File: config.mk
export PLATFORM = sky130hd
export DESIGN_NAME = ced_diag
export DESIGN_NICKNAME = d
export VERILOG_FILES = /design/src/core/ced_pkg.sv /design/src/core/ced_diag.sv
export SDC_FILE = /design/constraint.sdc
export NUM_CORES = 1
export LEC_CHECK = 0
export BUFFER_PORTS_ARGS = -buffer_cell sky130_fd_sc_hd__buf_2
export CELL_PAD_IN_SITES_DETAIL_PLACEMENT = 2
export CELL_PAD_IN_SITES_GLOBAL_PLACEMENT = 2
export CORE_MARGIN = 2
export CORE_UTILIZATION = 25
export DETAILED_ROUTE_END_ITERATION = 10
export PLACE_DENSITY = 0.95
export SETUP_SLACK_MARGIN = 0.15
export SKIP_CTS_REPAIR_TIMING = 1
export SLEW_MARGIN = 20
export SYNTH_ARGS = -nofsm -noshare
export SYNTH_HDL_FRONTEND = slang
export SYNTH_SLANG_ARGS = --single-unit
File: constraint.sdc
create_clock -name sys_clk -period 2.45 [get_ports sys_clk]
set_input_delay 0.3675 -clock sys_clk [delete_from_list [all_inputs] [get_ports sys_clk]]
set_output_delay 0.3675 -clock sys_clk [all_outputs]
set_load 0.02 [all_outputs]
File: src/core/ced_pkg.sv
// Constants and carriers for the cache error and tag diagnostic block
package ced_pkg;
	localparam logic [4:0] CED_SEL_LOCATION  = 5'h01;
	localparam logic [4:0] CED_SEL_TAG_IF    = 5'h02;
	localparam int         CED_WAY_HI        = 31;
	localparam int         CED_WAY_LO        = 30;
	localparam int         CED_IDX_HI        = 29;
	localparam int         CED_UNUSED_IDX_HI = 5;
	localparam int         CED_TAG_LO        = 12;
	localparam int         CED_VALID_BIT     = 7;
	localparam int         CED_DIRTY_BIT     = 6;
	localparam int         CED_LOCK_BIT      = 5;
	localparam int         CED_WAY_SELECT_REPLACEMENT_BITS_LO      = 10;
	localparam int         CED_WAY_SELECT_REPLACEMENT_BITS_HI      = 15;
	localparam int         CED_SIZE_LO       = 12;
	localparam int         CED_SIZE_HI       = 21;
	localparam logic [31:0] CED_TAG_MASK     = 32'hfffff0e0;
	localparam logic [31:0] CED_WS_MASK      = 32'h0000fc00;
	localparam logic [31:0] CED_PT0_MASK     = 32'hfffff080;
	localparam logic [31:0] CED_PT1_MASK     = 32'h003ff000;
	localparam logic [9:0]  CED_SIZE_MAX     = 10'h200;
	localparam logic [31:0] CED_RESET_VALUE  = 32'h00000000;

	typedef enum logic [1:0] {
		CED_ERR_DATA,
		CED_ERR_TAG,
		CED_ERR_DIRTY,
		CED_ERR_SPRAM
	} ced_err_type_e;

	typedef enum logic [1:0] {
		CED_LAY_TAG,
		CED_LAY_WS,
		CED_LAY_PT0,
		CED_LAY_PT1
	} ced_layout_e;

	// Error capture event from the detection logic
	typedef struct packed {
		logic          valid;
		logic          bus_parity;
		ced_err_type_e err_type;
		logic [1:0]    way;
		logic [29:0]   index;
	} ced_err_s;

	// Indexed tag operation toward the arrays
	typedef struct packed {
		logic       load;
		logic       store;
		logic       pseudo_tag1;
		logic [31:0] wdata;
	} ced_tagop_s;
endpackage

File: src/core/ced_diag.sv
// Cache error location and instruction tag interface registers
`timescale 1ns/1ps
// Behaviour
// - Capture failing way in top two bits
// - Capture doubleword index in bits 29:0
// - Hardware writes way field on capture
// - Index is byte aligned, no shifting
// - Tag error: index bits 5:0 unused
// - Bus parity error: way field unused
// - Bus parity error: index 5:0 unused
// - Indexed load/store tag use tag interface
// - Way-select test redirects to way array
// - Tag mode bits 31:12 physical tag
// - Tag mode bit 7 valid
// - Dirty bit 6 only set with valid on tag load/store
// - Locked valid line never replaced
// - Reserved bits written zero, read zero
// - Way-select mode bits 15:10 replacement
// - Pseudo-tag 0 upper field base address
// - Pseudo-tag 0 bit 7 scratchpad enable
// - Pseudo-tag 1 bits 21:12 size
// - Size never exceeds 2MB maximum
// - Size writability fixed by implementation
// - Two-bit error type classifies error
// - Way-select test leaves tag arrays untouched
// - Scratchpad select routes ops to scratchpad unless way-select test is set
module ced_diag
	import ced_pkg::*;
#(
	parameter logic [9:0] SPR_SIZE_DEFAULT = 10'h001,
	parameter bit         SPR_SIZE_WRITABLE = 1'b0
) (
	input  wire logic        sys_clk,
	input  wire logic        reset_n,
	input  wire logic        cop_write,
	input  wire logic [4:0]  cop_sel,
	input  wire logic [31:0] cop_wdata,
	output logic      [31:0] cop_rdata,
	input  wire logic        way_select_test,
	input  wire logic        scratchpad_access_select,
	input  wire ced_err_s    err_event,
	output logic             status_update,
	output logic      [1:0]  error_array_type,
	input  wire ced_tagop_s  tag_op,
	output logic             tag_arr_wr,
	output logic             ws_arr_wr,
	output logic             spr_arr_wr,
	output logic      [31:0] arr_wdata,
	input  wire logic [31:0] tag_arr_rdata,
	input  wire logic [5:0]  ws_arr_rdata,
	input  wire logic [19:0] spr_base_rdata,
	input  wire logic        spr_enable_rdata,
	output logic             line_replace_block
);
	logic [31:0]   location_reg;
	logic [31:0]   location_next;
	logic [31:0]   tag_if_reg;
	logic [31:0]   tag_if_next;
	logic [1:0]    err_type_reg;
	logic          status_reg;
	logic [9:0]    size_reg;
	logic [9:0]    size_next;
	ced_layout_e   layout;
	logic [31:0]   lay_mask;
	logic [31:0]   load_value;
	logic [1:0]    cap_way;
	logic [29:0]   cap_index;
	wire           wr_loc = cop_write && cop_sel == CED_SEL_LOCATION;
	wire           wr_tag = cop_write && cop_sel == CED_SEL_TAG_IF;

	function automatic logic [9:0] clamp_size(input logic [9:0] s);
		return (s > CED_SIZE_MAX) ? CED_SIZE_MAX : s;
	endfunction

	assign layout = way_select_test ? CED_LAY_WS :
		!scratchpad_access_select ? CED_LAY_TAG :
		tag_op.pseudo_tag1 ? CED_LAY_PT1 : CED_LAY_PT0;

	assign lay_mask = (layout == CED_LAY_WS) ? CED_WS_MASK :
		(layout == CED_LAY_PT0) ? CED_PT0_MASK :
		(layout == CED_LAY_PT1) ? CED_PT1_MASK : CED_TAG_MASK;

	assign cap_way = err_event.bus_parity ? 2'b00 : err_event.way;
	assign cap_index = (err_event.bus_parity ||
		err_event.err_type == CED_ERR_TAG) ?
		{err_event.index[CED_IDX_HI:CED_UNUSED_IDX_HI + 1], 6'h00} :
		err_event.index;

	assign location_next = err_event.valid ? {cap_way, cap_index} :
		wr_loc ? cop_wdata : location_reg;

	always_comb begin
		load_value = CED_RESET_VALUE;
		case (layout)
			// Tag layout with dirty only if valid
			CED_LAY_TAG: begin
				load_value = tag_arr_rdata & CED_TAG_MASK;
				load_value[CED_DIRTY_BIT] = tag_arr_rdata[CED_DIRTY_BIT] &
					tag_arr_rdata[CED_VALID_BIT];
			end
			CED_LAY_WS:
				load_value[CED_WAY_SELECT_REPLACEMENT_BITS_HI:CED_WAY_SELECT_REPLACEMENT_BITS_LO] = ws_arr_rdata;
			CED_LAY_PT0: begin
				load_value[31:CED_TAG_LO] = spr_base_rdata;
				load_value[CED_VALID_BIT] = spr_enable_rdata;
			end
			CED_LAY_PT1:
				load_value[CED_SIZE_HI:CED_SIZE_LO] = size_reg;
			default:
				load_value = CED_RESET_VALUE;
		endcase
	end

	assign tag_if_next = tag_op.load ? load_value :
		wr_tag ? (cop_wdata & lay_mask) : tag_if_reg;

	assign size_next = (SPR_SIZE_WRITABLE && tag_op.store &&
		layout == CED_LAY_PT1) ?
		clamp_size(tag_if_reg[CED_SIZE_HI:CED_SIZE_LO]) : size_reg;

	assign tag_arr_wr = tag_op.store && layout == CED_LAY_TAG;
	assign ws_arr_wr  = tag_op.store && layout == CED_LAY_WS;
	assign spr_arr_wr = tag_op.store && scratchpad_access_select &&
		!way_select_test;
	always_comb begin
		arr_wdata = tag_if_reg & lay_mask;
		if (layout == CED_LAY_TAG)
			arr_wdata[CED_DIRTY_BIT] = tag_if_reg[CED_DIRTY_BIT] &
				tag_if_reg[CED_VALID_BIT];
	end

	assign line_replace_block = tag_arr_rdata[CED_LOCK_BIT] &
		tag_arr_rdata[CED_VALID_BIT];

	assign cop_rdata = (cop_sel == CED_SEL_LOCATION) ? location_reg :
		(cop_sel == CED_SEL_TAG_IF) ? tag_if_reg : CED_RESET_VALUE;
	assign status_update    = status_reg;
	assign error_array_type = err_type_reg;

	always_ff @(posedge sys_clk or negedge reset_n) begin
		if (!reset_n) begin
			location_reg <= CED_RESET_VALUE;
			tag_if_reg   <= CED_RESET_VALUE;
			err_type_reg <= 2'h0;
			status_reg   <= 1'b0;
			size_reg     <= 10'h000;
		end else begin
			location_reg <= location_next;
			tag_if_reg   <= tag_if_next;
			if (err_event.valid)
				err_type_reg <= err_event.err_type;
			status_reg   <= err_event.valid;
			size_reg     <= size_reg == 10'h000 ?
				clamp_size(SPR_SIZE_DEFAULT) : size_next;
		end
	end

	chk_way_capture: assert property (@(posedge sys_clk)
		disable iff (!reset_n)
		err_event.valid && !err_event.bus_parity |=>
		location_reg[31:30] == $past(err_event.way))
		else $error("way not captured");
	chk_index_capture: assert property (@(posedge sys_clk)
		disable iff (!reset_n)
		err_event.valid && err_event.err_type == CED_ERR_DATA &&
		!err_event.bus_parity |=>
		location_reg[29:0] == $past(err_event.index))
		else $error("index not captured");
	chk_tag_low_zero: assert property (@(posedge sys_clk)
		disable iff (!reset_n)
		err_event.valid && err_event.err_type == CED_ERR_TAG |=>
		location_reg[5:0] == 6'h00)
		else $error("tag error low index");
	chk_bus_way_zero: assert property (@(posedge sys_clk)
		disable iff (!reset_n)
		err_event.valid && err_event.bus_parity |=>
		location_reg[31:30] == 2'b00)
		else $error("bus parity way");
	chk_bus_idx_zero: assert property (@(posedge sys_clk)
		disable iff (!reset_n)
		err_event.valid && err_event.bus_parity |=>
		location_reg[5:0] == 6'h00)
		else $error("bus parity index");
	chk_index_upper: assert property (@(posedge sys_clk)
		disable iff (!reset_n)
		err_event.valid |=>
		location_reg[29:6] == $past(err_event.index[29:6]))
		else $error("index shifted");
	chk_way_hw: assert property (@(posedge sys_clk)
		disable iff (!reset_n)
		err_event.valid && wr_loc && !err_event.bus_parity |=>
		location_reg[31:30] == $past(err_event.way))
		else $error("way not from hardware");
	chk_status_pulse: assert property (@(posedge sys_clk)
		disable iff (!reset_n)
		err_event.valid |=> status_update)
		else $error("status missing");
	chk_status_idle: assert property (@(posedge sys_clk)
		disable iff (!reset_n)
		!err_event.valid |=> !status_update)
		else $error("status spurious");
	chk_loc_hold: assert property (@(posedge sys_clk)
		disable iff (!reset_n)
		!err_event.valid && !wr_loc |=> $stable(location_reg))
		else $error("location moved");
	chk_loc_write: assert property (@(posedge sys_clk)
		disable iff (!reset_n)
		wr_loc && !err_event.valid |=> location_reg == $past(cop_wdata))
		else $error("location write lost");
	chk_type_capture: assert property (@(posedge sys_clk)
		disable iff (!reset_n)
		err_event.valid |=> error_array_type == $past(err_event.err_type))
		else $error("error type not captured");
	chk_type_hold: assert property (@(posedge sys_clk)
		disable iff (!reset_n)
		!err_event.valid |=> $stable(error_array_type))
		else $error("error type moved");
	chk_dirty_valid: assert property (@(posedge sys_clk)
		disable iff (!reset_n)
		tag_arr_wr |-> !arr_wdata[6] || arr_wdata[7])
		else $error("dirty without valid");
	chk_ws_no_tag: assert property (@(posedge sys_clk)
		disable iff (!reset_n)
		way_select_test |-> !tag_arr_wr)
		else $error("tag written in ws mode");
	chk_ws_store: assert property (@(posedge sys_clk)
		disable iff (!reset_n)
		way_select_test && tag_op.store |-> ws_arr_wr && !spr_arr_wr)
		else $error("ws store misrouted");
	chk_spr_route: assert property (@(posedge sys_clk)
		disable iff (!reset_n)
		scratchpad_access_select && !way_select_test && tag_op.store |->
		spr_arr_wr && !tag_arr_wr && !ws_arr_wr)
		else $error("scratchpad store misrouted");
	chk_layout_ws: assert property (@(posedge sys_clk)
		disable iff (!reset_n)
		way_select_test |-> layout == CED_LAY_WS)
		else $error("layout not way select");
	chk_reserved_zero: assert property (@(posedge sys_clk)
		disable iff (!reset_n)
		wr_tag && !tag_op.load |=>
		(tag_if_reg & ~$past(lay_mask)) == 32'h00000000)
		else $error("reserved bits set");
	chk_unmapped_zero: assert property (@(posedge sys_clk)
		disable iff (!reset_n)
		cop_sel != CED_SEL_LOCATION && cop_sel != CED_SEL_TAG_IF |->
		cop_rdata == 32'h00000000)
		else $error("unmapped read not zero");
	chk_tagif_hold: assert property (@(posedge sys_clk)
		disable iff (!reset_n)
		!tag_op.load && !wr_tag |=> $stable(tag_if_reg))
		else $error("tag interface moved");
	chk_tag_load: assert property (@(posedge sys_clk)
		disable iff (!reset_n)
		tag_op.load && !way_select_test && !scratchpad_access_select |=>
		tag_if_reg[31:12] == $past(tag_arr_rdata[31:12]))
		else $error("physical tag not loaded");
	chk_valid_load: assert property (@(posedge sys_clk)
		disable iff (!reset_n)
		tag_op.load && !way_select_test && !scratchpad_access_select |=>
		tag_if_reg[7] == $past(tag_arr_rdata[7]))
		else $error("valid not loaded");
	chk_dirty_load: assert property (@(posedge sys_clk)
		disable iff (!reset_n)
		tag_op.load && !way_select_test && !scratchpad_access_select |=>
		!tag_if_reg[6] || tag_if_reg[7])
		else $error("dirty loaded without valid");
	chk_ws_load: assert property (@(posedge sys_clk)
		disable iff (!reset_n)
		tag_op.load && way_select_test |=>
		tag_if_reg == {16'h0000, $past(ws_arr_rdata), 10'h000})
		else $error("way select bits not loaded");
	chk_pt0_base: assert property (@(posedge sys_clk)
		disable iff (!reset_n)
		tag_op.load && !way_select_test && scratchpad_access_select &&
		!tag_op.pseudo_tag1 |=>
		tag_if_reg[31:12] == $past(spr_base_rdata))
		else $error("base not loaded");
	chk_pt0_enable: assert property (@(posedge sys_clk)
		disable iff (!reset_n)
		tag_op.load && !way_select_test && scratchpad_access_select &&
		!tag_op.pseudo_tag1 |=>
		tag_if_reg[7] == $past(spr_enable_rdata))
		else $error("enable not loaded");
	chk_pt1_size: assert property (@(posedge sys_clk)
		disable iff (!reset_n)
		tag_op.load && !way_select_test && scratchpad_access_select &&
		tag_op.pseudo_tag1 |=>
		(tag_if_reg & ~CED_PT1_MASK) == 32'h00000000 &&
		tag_if_reg[21:12] != 10'h000)
		else $error("size field wrong");
	chk_size_max: assert property (@(posedge sys_clk)
		disable iff (!reset_n)
		##1 size_reg <= CED_SIZE_MAX)
		else $error("size over max");
	chk_size_fixed: assert property (@(posedge sys_clk)
		disable iff (!reset_n)
		size_reg != 10'h000 && !(SPR_SIZE_WRITABLE && tag_op.store) |=>
		$stable(size_reg))
		else $error("size changed");
	chk_lock_block: assert property (@(posedge sys_clk)
		disable iff (!reset_n)
		tag_arr_rdata[5] && tag_arr_rdata[7] |-> line_replace_block)
		else $error("locked line replaceable");
endmodule // ced_diag

* Word level (Yosys, flattened, before mapping)
Cells that the tools add are included.
** Cells by class
- Equal/unequal tests :: 6
- Mux-type cells :: 22
- Bitwise gates (word level) :: 5
- Reduce and logical (&&, ||, !) cells :: 12
** Operator list (number)
- 32-bit two-way mux :: 9
- 32-bit AND :: 2
- 10-bit case mux with 2 select lines :: 1
- 6-bit case mux with 3 select lines :: 1
- 4-bit case mux with 4 select lines :: 1
- 10-bit logical NOT :: 1
- 10-bit two-way mux :: 1
- 2-bit two-way mux :: 4
- 7-bit two-way mux :: 1
- 1-bit logical AND :: 6
- 6-bit two-way mux :: 1
- 5-bit by 1-bit equality test with 1-bit output, second input constant :: 1
- 5-bit by 2-bit equality test with 1-bit output, second input constant :: 1
- 2-bit by 1-bit equality test with 1-bit output, second input constant :: 2
- 2-bit equality test, second input constant :: 2
- 2-bit nonzero test :: 2
- 1-bit AND :: 3
- 2-bit logical NOT :: 1
- 1-bit two-way mux :: 2
- 1-bit case mux with 2 select lines :: 1
- 1-bit logical NOT :: 1
- 1-bit logical OR :: 1
** Storage, ports and cells
- Flip-flop bits (word level) :: 77
- Bits of input ports :: 172
- Output and inout bits :: 71
- Logic and storage cells :: 50

* Longest topological paths before layout
Gate-level depths: netlist of run 1.
- Depth in word-level cells :: 10
- Depth in mapped cells :: 6
- Depth with buffers taken out :: 3

* Least setup slack after synthesis of run 1
OpenSTA, ideal clock, no wires.
- Path type :: in2out
- Start :: in cop_sel[4]
- End :: out cop_rdata[11]
- Arrival time :: 1596 ps
- Data required time :: 2082 ps
- Setup slack :: 487 ps
- Stages on the path :: 5
- Path buffers :: 2
- Cell sequence :: or3_1 > buf_6 > nor3b_4 > buf_6 > a22o_1
** On the way
- Word-level cells in the longest chain between the ends :: 3
- Elaborated cells between the ends (all ways) :: 4
- Those cells by class :: eq/ne (2); mux (2)
** Ends and longest elaborated chain
- start: declaration :: RTL line ced_diag.sv:36 : input wire logic [4:0] cop_sel,
- 5-bit by 2-bit equality test with 1-bit output :: RTL line ced_diag.sv:136 : (cop_sel == CED_SEL_TAG_IF) ? tag_if_reg : CED_RESET_VALUE;
- 32-bit two-way mux :: RTL line ced_diag.sv:136
- 32-bit two-way mux (*) :: RTL line ced_diag.sv:135 : assign cop_rdata = (cop_sel == CED_SEL_LOCATION) ? location_reg :
- end: declaration :: RTL line ced_diag.sv:38 : output logic [31:0] cop_rdata,
Every way passes the cells marked *; elsewhere a longest branch is shown, timed or not.

* Final worst setup path of run 1
- Start :: in cop_sel[4]
- End :: out cop_rdata[16]
Same word-level chain as after synthesis.

==> metrics.txt, run 1 <==
status finished, final reports clean; XOR/XNOR Fraction of Synth Area 0; cells after synthesis 426; largest cells by area after synthesis dfrtp_1, a2bb2oi_1, a22o_1; CP Data Arrival Time 1.80 ns; Max Fclk around 0.46 GHz; nets approximately 780; total track usage 0.218; Yosys warnings 0; post-DR vias/cell 5.32; largest net degree at the start of global routing 52; largest family of logic cells by synthesized area compound AO/OA/AOI/OAI gates; syn_area_per_cell 9.17 um^2; Hold Violations, Final 0; Mapped Area between 3000 and 4000 um^2; first-pass GRT wire length approximately 27 mm; count of cell types in the netlist 35; Die Ht ~130 um; Max-Cap Viols 0; skew final approximately 0.0009 ns; Slew @ Worst Pin 0.662 ns; Starting Density 0.256; worst hold path type in -> async; Synth Area in Compound Gates 0.337; final global-route overflow total 0; leakage 2.57 nW; Post-synth EDFFs 0; FP Rows 45; Worst setup SP type input port; Layout area overhead 39.3%; worst-path fanout max 14; area of the multi-input gates between 2000 and 2500 um^2; Detail Route Antenna Nets 0; dominant synthesized flop cell dfrtp_1; final worst-path cycle share 0.886; initial antenna violation count 1; DR iter-0 viols 200; # setup viols final 0; Root Driver clkbuf_16; H-tree levels 3; max FFs per register 32; Sequential Area 1530 um^2; vias in the first global route 4,829; Die Width between 100 and 150 um; Min Clock Period, post-route 2.17 ns; Crit. End Element output pin; post-synthesis sequential area ratio 0.391; DRC violations left 0; post-synth top area share 0.391; I/O pins between 200 and 250; post-synth top area cell dfrtp_1; Worst VDD drop roughly 0.34 mV; Yosys reg bits 61; final setup TNS 0 ns; CTS tree built; RSZ-0062 raised after global routing no; clock sinks just over 60; WL per Instance around 23 um; TritonCTS Buffers 9; Synth Area in Simple Gates 0.169; Slew Viols, Final 0; Design Power a little over 3 mW; filler instances between 1.5k and 2k; GP Congestion about 0.81; dpl hpwl between 10 and 15 mm; count leader, synth dfrtp_1; Pwr Density 554 nW/um^2; Async S/R FF share, synth 1.00; required time worst endpoint roughly 2.1 ns; core box area between 15,000 and 20,000 um^2; Via Count 4,385; share of cells above drive strength 1 0.398; area of the die around 17,000 um^2; Adder-Cell Fraction of Synth Area 0; drt total wl between 15 and 20 mm; most frequent cells after synthesis dfrtp_1, clkbuf_1, a2bb2oi_1; mux cell area share after synthesis 0.00865; WS Path Type in -> out; first-pass iteration count of the detailed router 4; worst skew pair latency 0.33 ns; Clock transition at path regs 0.05 ns; worst-case clock buffer depth 2; Slew Limit Headroom 0.558; port bufs around 190
-- logic make-up after synthesis --
kind of cell           after synthesis
AOI/OAI and AO/OA                  184
buffers and inverters               70
DFF                                 61
muxes                                3
other                                2
and+or+nand+nor                    106
-- path summary, 6_finish.rpt --
kind / from / slack, ns / end / depth (start not counted)
max: cop_sel[4] / 0.28 / cop_rdata[16] / 7
min: reset_n / 0.06 / location_reg[0] / 1
min in group sys_clk: err_event[16] / 0.29 / location_reg[16] / 2
max reg2reg: size_next[0] / 1.31 / tag_if_reg[12] / 3
min reg2reg: error_array_type[1] / 0.51 / error_array_type[1] / 1
max in group asynchronous: reset_n / 1.72 / location_reg[4] / 2
-- metal layers --
| metal | GRT usage | share of wire |
|---|---|---|
| met1 | 0.251 | 0.41 |
| met2 | 0.408 | 0.52 |
| met3 | 0.0380 | 0.055 |
| met4 | 0.0703 | 0.017 |
| met5 | 0 | 0 |
-- metrics by stage --
step / area, um^2 / util / setup WS, ns / instances / hold WS [ns]
2_1_floorplan: 3930 / - / 0.487 / 432 / 0.0719
4_1_cts: 5380 / 0.353 / 0.136 / 821 / 0.0659
3_5_place_dp: 5100 / 0.334 / 0.148 / 807 / 0.418
3_3_place_gp: 5100 / 0.334 / 0.191 / 807 / 0.394
5_1_grt: 5440 / 0.357 / 0.236 / 824 / 0.0923
6_report: 5440 / 0.357 / 0.280 / 825 / 0.0581
-- cell type report --
class,count,area share
clock buffer,13,0.0515
timing repair buffer,223,0.231
tap,211,0.0485
antenna,1,0.000460
multi-input combinational,301,0.377
sequential,61,0.280
inverter,14,0.00965
clock inverter,1,0.000919
-- cells in the final DEF (no fill, tap or decap), drive strengths merged, types with 3 or more instances in the layout --
| cell | n |
|---|---|
| o311ai | 7 |
| o211ai | 16 |
| o21ai | 30 |
| nor2 | 8 |
| dfrtp | 61 |
| nor3b | 3 |
| o31ai | 6 |
| conb | 8 |
| mux2 | 3 |
| nand3 | 21 |
| nor2b | 22 |
| and3b | 6 |
| clkbuf | 14 |
| a2bb2oi | 30 |
| inv | 13 |
| a22o | 25 |
| a31oi | 29 |
| nand4 | 9 |
| o221ai | 19 |
| and2 | 24 |
| a21oi | 21 |
| nand2b | 6 |
| buf | 222 |
-- power breakdown --
part	total, mW	internal [mW]	switching [mW]
combinational	0.627	0.259	0.368
clock	1.23	0.782	0.447
sequential	1.16	1.10	0.0620
total	3.02	2.14	0.877
-- worst max-delay path, cell delays in order --
cell and delay (ns):
buf_2 0.12, or3_4 0.44, nor3b_4 0.24, buf_12 0.15
buf_12 0.15, a22o_1 0.17, buf_2 0.17
Power figures use the tool's default switching activity.
==> run 2, diff against run 1 <==
ABC_AREA = 1   (was default)
CORE_UTILIZATION = 23   (was 25)
PLACE_DENSITY = 0.86   (was 0.95)
==> metrics.txt, run 2 <==
RSZ-0062 raised after global routing no; Detail Route Antenna Nets 0; first-pass GRT wire length roughly 28 mm; Starting Density 0.234; DRC violations left 0; WS Path Type in -> out; Worst setup SP type input port; Yosys warnings 0; post-synthesis sequential area ratio 0.382; kind of cell adding the most delay to the critical path buffers and inverters; Die Ht 136 um; I/O pins around 240; worst hold path type in -> async; Clock transition at path regs approximately 0.060 ns; DR iter-0 viols 170; leakage between 3 and 4 nW; port bufs 194; count leader, synth nand2_1; largest cells by area after synthesis dfrtp_1, nand2_1, nand3_1; max FFs per register 32; Worst VDD drop 0.320 mV; critical path cell sequence buf_2 -> nor2_2 -> nand3_1 -> buf_4 -> o21ai_0 -> buf_2; Crit. End Element output pin; vias in the first global route ~5.1k; worst-path fanout max 18; dpl hpwl 14.0 mm; cells after synthesis about 620; worst skew pair latency about 0.33 ns; status complete, but fails checks; Hold Violations, Final 15; Min Clock Period, post-route 2.15 ns; hold slack -0.0101 ns; # setup viols final 0; failing checks negative hold slack; largest net degree at the start of global routing 38; Via Count 4,733; drt total wl 18.3 mm; final setup TNS 0 ns; Yosys reg bits about 60; WL per Instance 17.8 um; CP Data Arrival Time between 1.5 and 2 ns; worst-case clock buffer depth 2; core box area between 15,000 and 20,000 um^2; Die Width between 100 and 150 um; required time worst endpoint ~2.1 ns; Buf/Inv on CP 3; count of cell types in the netlist 29; commonest non-fill, non-tap cells in the layout nand2_1, buf_2, inv_1; Slew @ Worst Pin 0.607 ns; Design Area, Final roughly 5400 um^2; Slew Limit Headroom 0.594; Root Driver clkbuf_16; total track usage 0.203; worst-path cell with the longest stage delay buf_4; GP Congestion 0.839; Max Fclk 0.464 GHz; Mapped Area 4000 um^2; post-synth top area share 0.382; first-pass iteration count of the detailed router 4; most frequent cells after synthesis nand2_1, inv_1, dfrtp_1; nets 975; Post-synth EDFFs 0; share of cells above drive strength 1 0.294; clock sinks 61; initial antenna violation count 1; Max-Cap Viols 0; Async S/R FF share, synth 1.00; CP most frequent cell buf_2; syn_area_per_cell between 6 and 7 um^2; placed cell area just over 5000 um^2; post-synth top area cell dfrtp_1; final worst-path cycle share 0.879; skew final 0.0000370 ns; post-DR vias/cell around 4.6; dominant synthesized flop cell dfrtp_1; Layout area overhead 34.9%; TritonCTS Buffers 9; Slew Viols, Final 0; FP Rows 48; Pwr Density approximately 560 nW/um^2; CTS tree built; final global-route overflow total 0; commonest non-fill, non-tap cell in the layout nand2_1; filler instances around 2.2k; CP peak stage delay 0.32 ns; H-tree levels 3; area of the die 18,500 um^2
-- run 2: changes by cell type after synthesis, moves of 29 or more --
cell | before | now
clkbuf_1 | 33 | 4
nand2_1 | 2 | 254
nand3_1 | 21 | 53
inv_1 | 13 | 65
a2bb2oi_1 | 30 | 0
a31oi_1 | 29 | 0
nor2_1 | 8 | 57
-- run 2: layout make-up --
| class | instances | area [um^2] | area share |
|---|---|---|---|
| antenna | 1 | 2.50 | 0.000464 |
| clock buffer | 12 | 246 | 0.0457 |
| clock inverter | 2 | 35.0 | 0.00650 |
| inverter | 71 | 274 | 0.0508 |
| multi-input combinational | 453 | 1950 | 0.361 |
| sequential | 61 | 1530 | 0.283 |
| tap | 225 | 282 | 0.0522 |
| timing repair buffer | 207 | 1080 | 0.200 |
-- run 2: layer usage --
| metal | up-vias | track usage | routed length (um) |
|---|---|---|---|
| li1 | 2260 | - | - |
| met1 | 2296 | 0.239 | 7360 |
| met2 | 152 | 0.363 | 9330 |
| met3 | 23 | 0.0436 | 1290 |
| met4 | 2 | 0.0689 | 349 |
| met5 | - | 0 | 11 |
-- run 2: through the flow --
step	utilization	setup WS, ns	power [mW]	hold WS, ns	cells
after floorplan	-	0.734	1.50	0.0719	627
after global placement	0.299	0.402	1.73	0.372	1017
after detailed placement	0.299	0.362	1.76	0.388	1017
after CTS	0.315	0.330	3.04	0.0204	1031
after global routing	0.315	0.220	3.16	0.0420	1031
final	0.315	0.296	3.01	-0.0101	1032
-- run 2: worst reg2reg max path: stages, from the launching register on --
cell and delay [ns]:
dfrtp_1 0.36, nand2_1 0.06, nand3_1 0.06, nand2_1 0.07, nand2_1 0.05, nand2_1 0.08, a21oi_1 0.07
-- run 2: cell families after synthesis --
kind of cell	synth area share
buffers and inverters	0.137
AO/OA/AOI/OAI	0.0761
flip-flops	0.382
other	0.00188
AND/OR/NAND/NOR	0.403
-- run 2: final timing paths --
| kind | startpoint | cells past startpoint | end | slack, ns |
|---|---|---|---|---|
| min in group sys_clk | err_event[21] | 3 | location_reg[21] | 0.25 |
| worst min-delay path | reset_n | 1 | location_reg[25] | -0.01 |
| worst max-delay path | cop_sel[3] | 6 | cop_rdata[11] | 0.30 |
| max in group asynchronous | reset_n | 2 | tag_if_reg[12] | 1.71 |
| worst max register to register | size_next[0] | 6 | tag_if_reg[12] | 1.59 |
| worst min register to register | error_array_type[1] | 2 | error_array_type[1] | 0.47 |
-- run 2: power breakdown --
group,switching [mW],total [mW],internal [mW],leakage (nW)
Combinational,0.378,0.582,0.203,2.21
Clock,0.474,1.28,0.803,0.139
Sequential,0.0495,1.15,1.10,0.769
Total,0.902,3.01,2.11,3.11
